===== config.mk =====
export PLATFORM = sky130hd
export DESIGN_NAME = ipp_core
export DESIGN_NICKNAME = d
export VERILOG_FILES = /design/src/core/ipp_pkg.sv /design/src/core/ipp_core.sv
export VERILOG_INCLUDE_DIRS = /design/src /design/src/core
export SDC_FILE = /design/constraint.sdc
export NUM_CORES = 1
export LEC_CHECK = 0
export BUFFER_PORTS_ARGS = -buffer_cell sky130_fd_sc_hd__buf_2
export CORE_AREA = 2 2 149 151
export CTS_BUF_LIST = sky130_fd_sc_hd__clkbuf_4 sky130_fd_sc_hd__clkbuf_8
export CTS_CLUSTER_SIZE = 25
export DETAILED_ROUTE_END_ITERATION = 6
export DIE_AREA = 0 0 151 153
export MAX_ROUTING_LAYER = met4
export PLACE_DENSITY = 0.61
export RECOVER_POWER = 100
export SETUP_SLACK_MARGIN = 0.02
export SLEW_MARGIN = 20
export SYNTH_ARGS = -nofsm -noshare
export SYNTH_HDL_FRONTEND = slang
export SYNTH_SLANG_ARGS = --single-unit

===== constraint.sdc =====
create_clock -name hclk -period 27.3 [get_ports hclk]
set_input_delay 0 -clock hclk [delete_from_list [all_inputs] [get_ports hclk]]
set_output_delay 0 -clock hclk [all_outputs]
set_load 0.005 [all_outputs]

===== src/core/ipp_consts.svh =====
`ifndef IPP_CONSTS_SVH
`define IPP_CONSTS_SVH

`define IPP_NSRC          8
`define IPP_OFS_VECTOR    6'h00
`define IPP_OFS_PROTECT   6'h01
`define IPP_OFS_PMODE2    6'h02
`define IPP_OFS_PORT8     6'h03
`define IPP_OFS_CLKCTL0   6'h04
`define IPP_OFS_CLKCTL1   6'h05
`define IPP_OFS_NMIDEB    6'h06
`define IPP_OFS_USP       6'h07
`define IPP_OFS_ISP       6'h08
`define IPP_OFS_STATUS    6'h09
`define IPP_OFS_ICR0      6'h10
`define IPP_BIT_UNLOCK    0
`define IPP_BIT_NMI_EN    4
`define IPP_BIT_NMI_LVL   5
`define IPP_BIT_WAIT_PSTP 2
`define IPP_BIT_CLK_MAIN  7
`define IPP_BIT_ALLSTOP   0
`define IPP_ICR_IR        3
`define IPP_ICR_POL       4
`define IPP_NONMASKABLE_DEBOUNCE_REG_RESET    8'hFF
`define IPP_NONMASKABLE_DEBOUNCE_REG_BYPASS   8'hFF
`define IPP_SP_RESET      16'h0000
`define IPP_SUBDIV_MAX    5'h1F

`endif


===== src/core/ipp_pkg.sv =====
package ipp_pkg;
    typedef logic [2:0] ipp_lvl_t;
    typedef logic [7:0] ipp_src_t;

    typedef struct packed {
        logic [1:0]  nmi_sy;
        ipp_src_t    src_s1;
        ipp_src_t    src_s2;
        ipp_src_t    src_q;
        logic        nmi_f;
        logic        nmi_fq;
        logic [7:0]  dcnt;
        logic        unlock;
        logic        nmi_en;
        logic        wait_peripheral_clock_stop_bit;
        logic        clk_main;
        logic        stop;
        logic        wait_m;
        logic        stall;
        logic        nmi_req;
        logic [7:0]  nonmaskable_debounce_reg;
        ipp_src_t    ir;
        ipp_src_t    pol;
        logic [7:0][2:0] ilvl;
        logic [15:0] user_stack_pointer;
        logic [15:0] interrupt_stack_pointer;
        logic [4:0]  fdiv;
        logic        sub_en;
        logic        wr_pend;
        logic [5:0]  wr_idx;
        logic [31:0] rdata;
        logic        irq_req;
        ipp_lvl_t    irq_num;
        ipp_lvl_t    irq_lvl;
        logic        periph_en;
        logic        cpu_clk_en;
        logic        io_hold;
    } ipp_state_s;
endpackage : ipp_pkg


===== src/core/ipp_core.sv =====
`timescale 1ns/1ps
`default_nettype none
`include "ipp_consts.svh"

// Functional notes
// - unlock bit clears on next write anywhere
// - acknowledge read of vector clears accepted flag
// - program read of vector clears highest flag
// - both stack pointers reset to zero
// - nonmaskable enable sticky until reset
// - nonmaskable pin level readable in port bit
// - pin low forces all-clock-stop bit zero
// - pin low stalls CPU until interrupt
// - debounce value FF bypasses filter
// - source or polarity change may set flag
// - reset exit runs from on-chip oscillator
// - all-clock-stop write enters stop mode
// - wait peripheral stop gates; subclock runs
// - ports held during wait and stop
module ipp_core (
    input  wire logic               hclk,
    input  wire logic               hresetn,
    input  wire logic               hsel,
    input  wire logic [31:0]        haddr,
    input  wire logic [1:0]         htrans,
    input  wire logic               hwrite,
    input  wire logic [2:0]         hsize,
    input  wire logic [31:0]        hwdata,
    input  wire logic               hready,
    output logic [31:0]             hrdata,
    output logic                    hreadyout,
    output logic                    hresp,
    input  wire ipp_pkg::ipp_src_t  irq_src,
    input  wire logic               nmi_pin_n,
    input  wire logic               nmi_ack,
    input  wire logic               cpu_wait,
    output logic                    irq_req,
    output ipp_pkg::ipp_lvl_t       irq_num,
    output ipp_pkg::ipp_lvl_t       irq_lvl,
    output logic                    nmi_req,
    output logic                    cpu_stall,
    output logic                    cpu_clk_en,
    output logic                    periph_clk_en,
    output logic                    subclk_div_en,
    output logic                    onchip_osc_sel,
    output logic                    io_hold,
    output logic                    stop_mode,
    output logic                    wait_mode
);
    import ipp_pkg::*;

    ipp_state_s st;
    ipp_state_s next_st;

    // Highest level wins; lower index breaks ties
    // Level zero masks a source entirely
    function automatic logic [3:0] pick_top(input ipp_src_t ir,
                                            input logic [7:0][2:0] lv);
        logic [2:0] best_l;
        logic [3:0] res;
        best_l = 3'h0;
        res    = 4'h0;
        for (int i = `IPP_NSRC - 1; i >= 0; i--) begin
            if (ir[i] && lv[i] != 3'h0 && lv[i] >= best_l) begin
                best_l = lv[i];
                res    = {1'b1, 3'(i)};
            end
        end
        return res;
    endfunction : pick_top

    // Interrupt control words sit at eight consecutive indices
    function automatic logic is_icr(input logic [5:0] idx);
        return (idx & 6'h38) == `IPP_OFS_ICR0;
    endfunction : is_icr

    logic [3:0]  top;
    logic        acc;
    logic [5:0]  a_idx;
    logic [31:0] rd;
    ipp_src_t    edge_set;
    logic        nmi_fall;
    logic        wr_now;
    logic [2:0]  wi;
    logic        wake;

    always_comb begin
        next_st  = st;
        top      = pick_top(st.ir, st.ilvl);
        acc      = hsel && hready && htrans[1];
        a_idx    = haddr[7:2];
        wr_now   = st.wr_pend;
        wi       = st.wr_idx[2:0];
        rd       = 32'h0000_0000;

        // Two flops before any logic sees a pin
        next_st.nmi_sy = {st.nmi_sy[0], nmi_pin_n};
        next_st.src_s1 = irq_src;
        next_st.src_s2 = st.src_s1;

        // Filter: level must stay nonmaskable_debounce_reg+1 cycles to pass
        // A glitch back to the old level restarts the count
        // Bypass passes the pin straight on, for wake from stop
        if (st.nonmaskable_debounce_reg == `IPP_NONMASKABLE_DEBOUNCE_REG_BYPASS) begin
            next_st.nmi_f = st.nmi_sy[1];
            next_st.dcnt  = 8'h00;
        end else if (st.nmi_sy[1] == st.nmi_f) begin
            next_st.dcnt  = 8'h00;
        end else if (st.dcnt >= st.nonmaskable_debounce_reg) begin
            next_st.nmi_f = st.nmi_sy[1];
            next_st.dcnt  = 8'h00;
        end else begin
            next_st.dcnt  = st.dcnt + 8'h01;
        end
        next_st.nmi_fq = st.nmi_f;
        nmi_fall = st.nmi_en && st.nmi_fq && !st.nmi_f;

        // Polarity is applied before the edge detect, so a
        // polarity flip alone looks like a fresh edge
        next_st.src_q = st.src_s2 ^ st.pol;
        edge_set      = (st.src_s2 ^ st.pol) & ~st.src_q;

        // Bus read answered from the address phase
        if (acc && !hwrite) begin
            case (a_idx)
                `IPP_OFS_VECTOR: begin
                    // Vector word: number in [2:0], level in [6:4]
                    // A program read cancels a request just as an
                    // acknowledge does; the bus cannot tell them apart
                    rd = {25'h0, st.ilvl[top[2:0]], 1'b0, top[2:0]};
                    if (top[3]) begin
                        next_st.ir[top[2:0]] = 1'b0;
                    end
                end
                `IPP_OFS_PROTECT: rd[`IPP_BIT_UNLOCK]   = st.unlock;
                `IPP_OFS_PMODE2:  rd[`IPP_BIT_NMI_EN]   = st.nmi_en;
                `IPP_OFS_PORT8:   rd[`IPP_BIT_NMI_LVL]  = st.nmi_sy[1];
                `IPP_OFS_CLKCTL0: begin
                    rd[`IPP_BIT_WAIT_PSTP] = st.wait_peripheral_clock_stop_bit;
                    rd[`IPP_BIT_CLK_MAIN]  = st.clk_main;
                end
                `IPP_OFS_CLKCTL1: rd[`IPP_BIT_ALLSTOP] = st.stop;
                `IPP_OFS_NMIDEB:  rd[7:0]  = st.nonmaskable_debounce_reg;
                `IPP_OFS_USP:     rd[15:0] = st.user_stack_pointer;
                `IPP_OFS_ISP:     rd[15:0] = st.interrupt_stack_pointer;
                `IPP_OFS_STATUS:  rd[3:0]  = {st.nmi_req, st.stall,
                                              st.wait_m, st.stop};
                default: begin
                    if (is_icr(a_idx)) begin
                        rd[2:0]          = st.ilvl[a_idx[2:0]];
                        rd[`IPP_ICR_IR]  = st.ir[a_idx[2:0]];
                        rd[`IPP_ICR_POL] = st.pol[a_idx[2:0]];
                    end
                end
            endcase
        end
        next_st.rdata   = rd;
        // Write data follows its address by one cycle
        next_st.wr_pend = acc && hwrite;
        next_st.wr_idx  = a_idx;

        // Data-phase write
        if (wr_now) begin
            next_st.unlock = 1'b0;
            case (st.wr_idx)
                `IPP_OFS_PROTECT:
                    next_st.unlock = hwdata[`IPP_BIT_UNLOCK];
                `IPP_OFS_PMODE2: begin
                    if (st.unlock && hwdata[`IPP_BIT_NMI_EN]) begin
                        next_st.nmi_en = 1'b1;
                    end
                end
                `IPP_OFS_CLKCTL0: begin
                    next_st.wait_peripheral_clock_stop_bit     = hwdata[`IPP_BIT_WAIT_PSTP];
                    next_st.clk_main = hwdata[`IPP_BIT_CLK_MAIN];
                end
                `IPP_OFS_CLKCTL1: begin
                    // Prefetched code may still run before stop bites
                    if (hwdata[`IPP_BIT_ALLSTOP]) begin
                        next_st.stop = 1'b1;
                    end
                end
                `IPP_OFS_NMIDEB:  next_st.nonmaskable_debounce_reg = hwdata[7:0];
                `IPP_OFS_USP:     next_st.user_stack_pointer  = hwdata[15:0];
                `IPP_OFS_ISP:     next_st.interrupt_stack_pointer  = hwdata[15:0];
                default: begin
                    if (is_icr(st.wr_idx)) begin
                        next_st.ilvl[wi] = hwdata[2:0];
                        next_st.ir[wi]   = hwdata[`IPP_ICR_IR];
                        next_st.pol[wi]  = hwdata[`IPP_ICR_POL];
                    end
                end
            endcase
        end

        // Hardware set beats any clear in the same cycle
        next_st.ir = next_st.ir | edge_set;
        if (nmi_ack) begin
            next_st.nmi_req = 1'b0;
        end
        // Core clock keeps running while stalled; only the
        // instruction stream halts until the next request
        if (nmi_fall) begin
            next_st.nmi_req = 1'b1;
            next_st.stall   = 1'b1;
        end else if (nmi_ack || st.irq_req) begin
            next_st.stall   = 1'b0;
        end

        // Low pin holds the stop bit at zero
        // Checked after the write, so a stop request loses
        if (st.nmi_en && !st.nmi_f) begin
            next_st.stop = 1'b0;
        end

        // Any request brings the core out of stop or wait
        // A pending request also refuses entry to either mode
        wake = top[3] || nmi_fall || st.nmi_req;
        if (wake) begin
            next_st.stop   = 1'b0;
            next_st.wait_m = 1'b0;
        end else if (cpu_wait) begin
            next_st.wait_m = 1'b1;
        end

        // Sub-clock divider keeps ticking in wait, not in stop
        // Divider phase is kept across stop, not restarted
        if (st.stop) begin
            next_st.sub_en = 1'b0;
        end else begin
            next_st.fdiv   = st.fdiv + 5'h01;
            next_st.sub_en = (st.fdiv == `IPP_SUBDIV_MAX);
        end

        next_st.irq_req    = top[3];
        next_st.irq_num    = top[2:0];
        next_st.irq_lvl    = st.ilvl[top[2:0]];
        next_st.cpu_clk_en = !next_st.stop && !next_st.wait_m;
        next_st.periph_en  = !next_st.stop &&
                             !(next_st.wait_m && st.wait_peripheral_clock_stop_bit);
        next_st.io_hold    = next_st.stop || next_st.wait_m;
    end

    always_ff @(posedge hclk or negedge hresetn) begin
        if (!hresetn) begin
            st            <= '0;
            // Synchroniser idles high, so no false edge on exit
            st.nmi_sy     <= 2'h3;
            st.src_s1     <= 8'h00;
            st.unlock     <= 1'b0;
            st.stop       <= 1'b0;
            st.wait_m     <= 1'b0;
            st.stall      <= 1'b0;
            st.nmi_req    <= 1'b0;
            st.irq_req    <= 1'b0;
            st.io_hold    <= 1'b0;
            st.ir         <= 8'h00;
            st.pol        <= 8'h00;
            st.rdata      <= 32'h0000_0000;
            st.nmi_f      <= 1'b1;
            st.nmi_fq     <= 1'b1;
            st.nmi_en     <= 1'b0;
            st.clk_main   <= 1'b0;
            st.nonmaskable_debounce_reg       <= `IPP_NONMASKABLE_DEBOUNCE_REG_RESET;
            st.user_stack_pointer        <= `IPP_SP_RESET;
            st.interrupt_stack_pointer        <= `IPP_SP_RESET;
            st.periph_en  <= 1'b1;
            st.cpu_clk_en <= 1'b1;
        end else begin
            st <= next_st;
        end
    end

    assign hrdata         = st.rdata;
    // Zero wait states; every transfer answers OKAY
    assign hreadyout      = 1'b1;
    assign hresp          = 1'b0;
    assign irq_req        = st.irq_req;
    assign irq_num        = st.irq_num;
    assign irq_lvl        = st.irq_lvl;
    assign nmi_req        = st.nmi_req;
    assign cpu_stall      = st.stall;
    assign cpu_clk_en     = st.cpu_clk_en;
    assign periph_clk_en  = st.periph_en;
    assign subclk_div_en  = st.sub_en;
    assign onchip_osc_sel = !st.clk_main;
    assign io_hold        = st.io_hold;
    assign stop_mode      = st.stop;
    assign wait_mode      = st.wait_m;

endmodule : ipp_core
`default_nettype wire


* Word level (Yosys, flattened, before mapping) *
Index checks and enable logic that the tools add are counted.

cells by class
  mux-type cells = 70
  shift-type cells = 0
  eq/ne operators = 22
  div/mod/pow operators = 0
  $lt $le $gt $ge = 14
  bitwise logic cells = 7
  multipliers = 0
  reduce and logical (&&, ||, !) cells = 65
  $add $sub $neg = 2

operator list
  kind                                                                    number
  40-bit 2-to-1 mux                                                       2
  72-bit 2-to-1 mux                                                       1
  6-bit by 3-bit equality test with 1-bit output (second input constant)  8
  16-bit 2-to-1 mux                                                       3
  8-bit 2-to-1 mux                                                        6
  4-bit 2-to-1 mux                                                        8
  3-bit 2-to-1 mux                                                        10
  1-bit logical AND                                                       29
  24-bit bitwise mux                                                      1
  3-bit nonzero test                                                      8
  3-bit greater-or-equal comparator                                       7
  1-bit 2-to-1 mux                                                        20
  3-bit binary-select mux with 3-bit select                               2
  6-bit by 2-bit equality test with 1-bit output (second input constant)  3
  6-bit by 4-bit equality test with 1-bit output (second input constant)  3
  8-bit bitwise AND                                                       2
  8-bit bitwise mux                                                       2
  8-bit inverter                                                          2
  8-bit case mux with 2 select lines                                      1
  1-bit case mux with 7 select lines                                      2
  6-bit by 1-bit equality test with 1-bit output (second input constant)  2
  3-bit by 4-bit < comparator with 1-bit output (second input constant)   3
  1-bit case mux with 6 select lines                                      2
  1-bit case mux with 5 select lines                                      2
  other kinds (29)                                                        51

storage, ports and cells
  logic and storage cells = 219
  bits in read-only memories = 0
  bits in latches = 0
  memories kept = 0
  input port bits = 85
  bits in registers = 179
  memory bits (writable) = 0
  output and inout bits = 50

* Logic depth before layout (Yosys ltp) *
  word-level depth = 39
  depth in mapped cells = 58
  mapped depth without buffers = 57

* Worst setup path after synthesis *
OpenSTA, ideal clock, no wires.

  path kind = register to register
  from = register st[126] in the netlist's numbering
  to = register st, in the netlist hrdata[4]
  data arrival time = 10.653 ns
  period minus slack after synthesis = 10.748 ns
  cell stages (with the launch flop) = 57
  slack = 16.552 ns
  cells stage by stage = dfrtp_1 and2_1 ha_1 nor2b_2 o21a_2 nor2_1 mux2_2 ha_1 nand2b_1 o21ai_0 o22ai_1 o211ai_1 mux2_2 ha_1 nand2b_1 and2_1 or2_1 o31a_2 [21 not listed] ha_1 a21o_1 a21oi_1 nor2b_1 o31ai_1 a22o_1 ha_1 nand2b_1 a21o_1 a21o_1 o311ai_0 o211ai_1 a211oi_2 o22a_1 nand3_1 a21boi_0 o221ai_2 o31ai_1

RTL lines
  what                    line             source
  start, declared         ipp_core.sv:52   ipp_state_s st;
  start signal, assigned  ipp_core.sv:270  st <= next_st;

==> flow_summary_export.csv <==
group,metric,value,unit
routing,ant_nets,0,
synth,yosysSeqAreaShare,48.4,%
timing,maxSlewViolCount,216,
synth,synth_async_sr_flop_share,100,%
power,peakVddDrop,0.0392,mV
status,violations,"max-capacitance violations, max-slew violations",
worst_setup_path,r2r_cells,53,
worst_setup_path,cp-start-kind,"flip-flop",
grt,grt-ovfl-total,0,
timing,period_needed,13970,ps
flow_run,drv_cap,4,
status,outcome,"finished with violations",
routing,vias,6136,
power,p_sw,150,uW
grt,grt_util_all_layers,19.0,%
timing,hold_viol,0,
grt,grtUsageMet1,27.6,%
timing,fin_crit_sh,51.2,%
routing,drc,0,
routing,firstDrtPassIters,6,
power,intPower,364,uW
synth,yosys.area.top_type,"dfrtp_1",
placed_design,dp_slack,14530,ps
clock_tree,clkTransAtPathRegs,90,ps
power,clkPwrFrac,33.3,%
clock_tree,cts_tree,"yes",
floorplanning,ioPinCount,135,
layout,finalInstanceArea,9510,um2
grt,grt_max_degree,95,
clock_tree,cts_inserted_buffers,17,
timing,skew,16.1,ps
clock_tree,cts-root-buf,"clkbuf_8",
clock_tree,cts_sinks,163,
synth,netlist_instances,776,
timing,finalSetupViolCount,0,
power,power.density,54.1,nW/um2
worst_setup_path,rrSetupSlack,13330,ps
floorplanning,core,21500,um2
worst_setup_path,cp-endpoint,"hrdata[4]$_DFF_PN0_",
clock_tree,cts.path.max_buffers,2,
worst_setup_path,slowest_delay,840,ps
routing,wl_per_cell,17.7,um
synth,syn_area,8470,um2
layout,drive_gt1_share,21.2,%
floorplanning,die-width,151,um
grt,grt_pass1_wl,32700,um
placed_design,hpwl,14600,um
clock_tree,clkLatencyLatePin,460,ps
placed_design,gp_congestion,0.875,
synth,synth_top_area_share,44.0,%
synth,synth_edf_count,0,
worst_setup_path,critPathLaunch,"st[126]$_DFF_PN0_",
clock_tree,ctsResizeCount,0,
floorplanning,dieArea,23100,um2
synth,ys_types,78,
routing,drt_iter0_drc,473,
timing,max_slew_margin,-238,%
worst_setup_path,reg2reg_to,"hrdata[4]$_DFF_PN0_",
synth,synth_commonest_cells,"dfrtp_1 (149), mux2_2 (71), nand2_1 (67)",
worst_setup_path,path_class,"reg -> reg",
placed_design,portBuffers,70,
timing,worst_slack,13330,ps
timing,worst_pin_slew,5070,ps
timing,clock.fmax,0.0716,GHz
grt,met3_usage,4.09,%
worst_setup_path,crit_top_cell,"ha_1",
clock_tree,ctsHtreeMaxLevel,4,
worst_setup_path,crit_fanout,15,
routing,viasPerCell,5.37,
clock_tree,postCtsSetupRepairBufs,0,
synth,synth_flop_cell,"dfrtp_1",
timing,fin_tns_setup,0,ps
layout,finalNetCount,959,
routing,routed_wl,20300,um
synth,synth_area_leaders,"dfrtp_1 (44%), mux2_2 (9.4%), dfstp_2 (4.3%)",
worst_setup_path,cp_slowest_cell,"inv_1",
floorplanning,start_util,39.4,%
floorplanning,rows,54,
clock_tree,hold_buffers,37,
worst_setup_path,required,27610,ps
power,p_sw_share,29.2,%
grt,grtUsageMet2,27.6,%
power,p_leak,0.00426,uW
power,combPwrFrac,15.0,%
synth,avgSynthCellArea,10.9,um2
grt,antenna_found_initial,0,
synth,synthMostInstantiatedCell,"dfrtp_1",
layout,n_antenna_cell,0,
worst_setup_path,crit_arrival,14280,ps
power,p_seq_share,51.6,%
grt,grt_pass1_vias,5806,
placed_design,placed_area,8830,um2
worst_setup_path,cp-end-kind,"flip-flop",
synth,yosys_register_bits,163,
timing,rsz0062_at_grt,"no",
floorplanning,die-height,153,um
synth,ys.warnings.count,0,
hold_path,hold_class,"in -> reg",
worst_setup_path,rr_startpoint,"st[126]$_DFF_PN0_",
grt,grt_busiest_layer,"met2",
timing,timing.hold.ws,175,ps
layout,area_delta_synth_final,12.3,%
==> cell type report <==
cell class	instances	area [um2]
repair buffers	110	703
multi-input cells	531	3870
fillers	2059	12000
flip-flops and latches	163	4100
clock buffers	18	248
clock inverters	14	141
inverters	27	101
well taps	280	350
==> layout by cell type (no fill, tap or decap), types with 18 or more instances in the layout <==
master         instances
dfrtp_1              149
nand2_1               67
mux2_2                67
buf_2                 47
nor2_1                45
o21ai_0               45
dlygate4sd3_1         37
inv_1                 27
nand3_1               26
clkbuf_1              26
ha_1                  24
a21oi_1               19
nor2b_1               19
conb_1                18
clkbuf_8              18
==> kinds of logic (layout without fill, tap and decap cells) <==
group | count (synthesis) | count (layout) | synth area share (%)
compound gates | 160 | 160 | 13.7
fa+ha+maj | 24 | 24 | 3.55
xor+xnor | 18 | 18 | 1.86
other cells | 2 | 18 | 0.0887
mux | 92 | 92 | 13.4
flops | 163 | 163 | 48.4
simple gates | 219 | 219 | 12.8
buf+inv | 98 | 169 | 6.25
==> worst min-delay path by stage <==
| stage | start | endpoint | cells past startpoint |
|---|---|---|---|
| floorplan | hresetn | async pin | 0 |
| global placement | nmi_pin_n | next_st[178]$_DFF_PN1_ | 1 |
| detailed placement | nmi_pin_n | next_st[178]$_DFF_PN1_ | 1 |
| CTS | haddr[2] | st[42]$_DFF_PN0_ | 1 |
| global route | irq_src[2] | next_st[163]$_DFF_PN0_ | 2 |
| finish | irq_src[0] | next_st[161]$_DFF_PN0_ | 2 |
==> power groups by stage <==
| stage | registers (uW) | clock network (uW) | logic (uW) |
|---|---|---|---|
| finish | 266 | 172 | 77.4 |
| floorplan | 267 | 0 | 56.3 |
| CTS | 266 | 177 | 79.9 |
| detailed placement | 271 | 0 | 75.1 |
| global placement | 270 | 0 | 74.2 |
| global route | 268 | 189 | 86.2 |
==> worst max-delay path: cells and delay by family, from the launching register on <==
kind / cells / cell delay, ps
adder cells (fa/ha/maj): 7 / 1860
flip-flops: 1 / 470
AND/OR/NAND/NOR: 16 / 3070
multiplexers: 4 / 1530
AO/OA/AOI/OAI: 24 / 5990
buffers and inverters: 2 / 910
==> per-layer routing <==
metal,share of wire (%),wire length (um),vias to the layer above
met3,5.9,1200,15
li1,-,-,2888
met5,0,0,-
met2,45,9150,180
met4,0.98,199,0
met1,48,9750,3053
==> through the flow <==
stage	cells	util, %	power [uW]
6_report	1143	44.3	514
3_5_place_dp	1074	41.1	346
2_1_floorplan	792	-	323
3_3_place_gp	1074	41.1	345
5_1_grt	1143	44.3	544
4_1_cts	1143	44.6	523
Note: power is estimated with default switching activity, not from simulation.
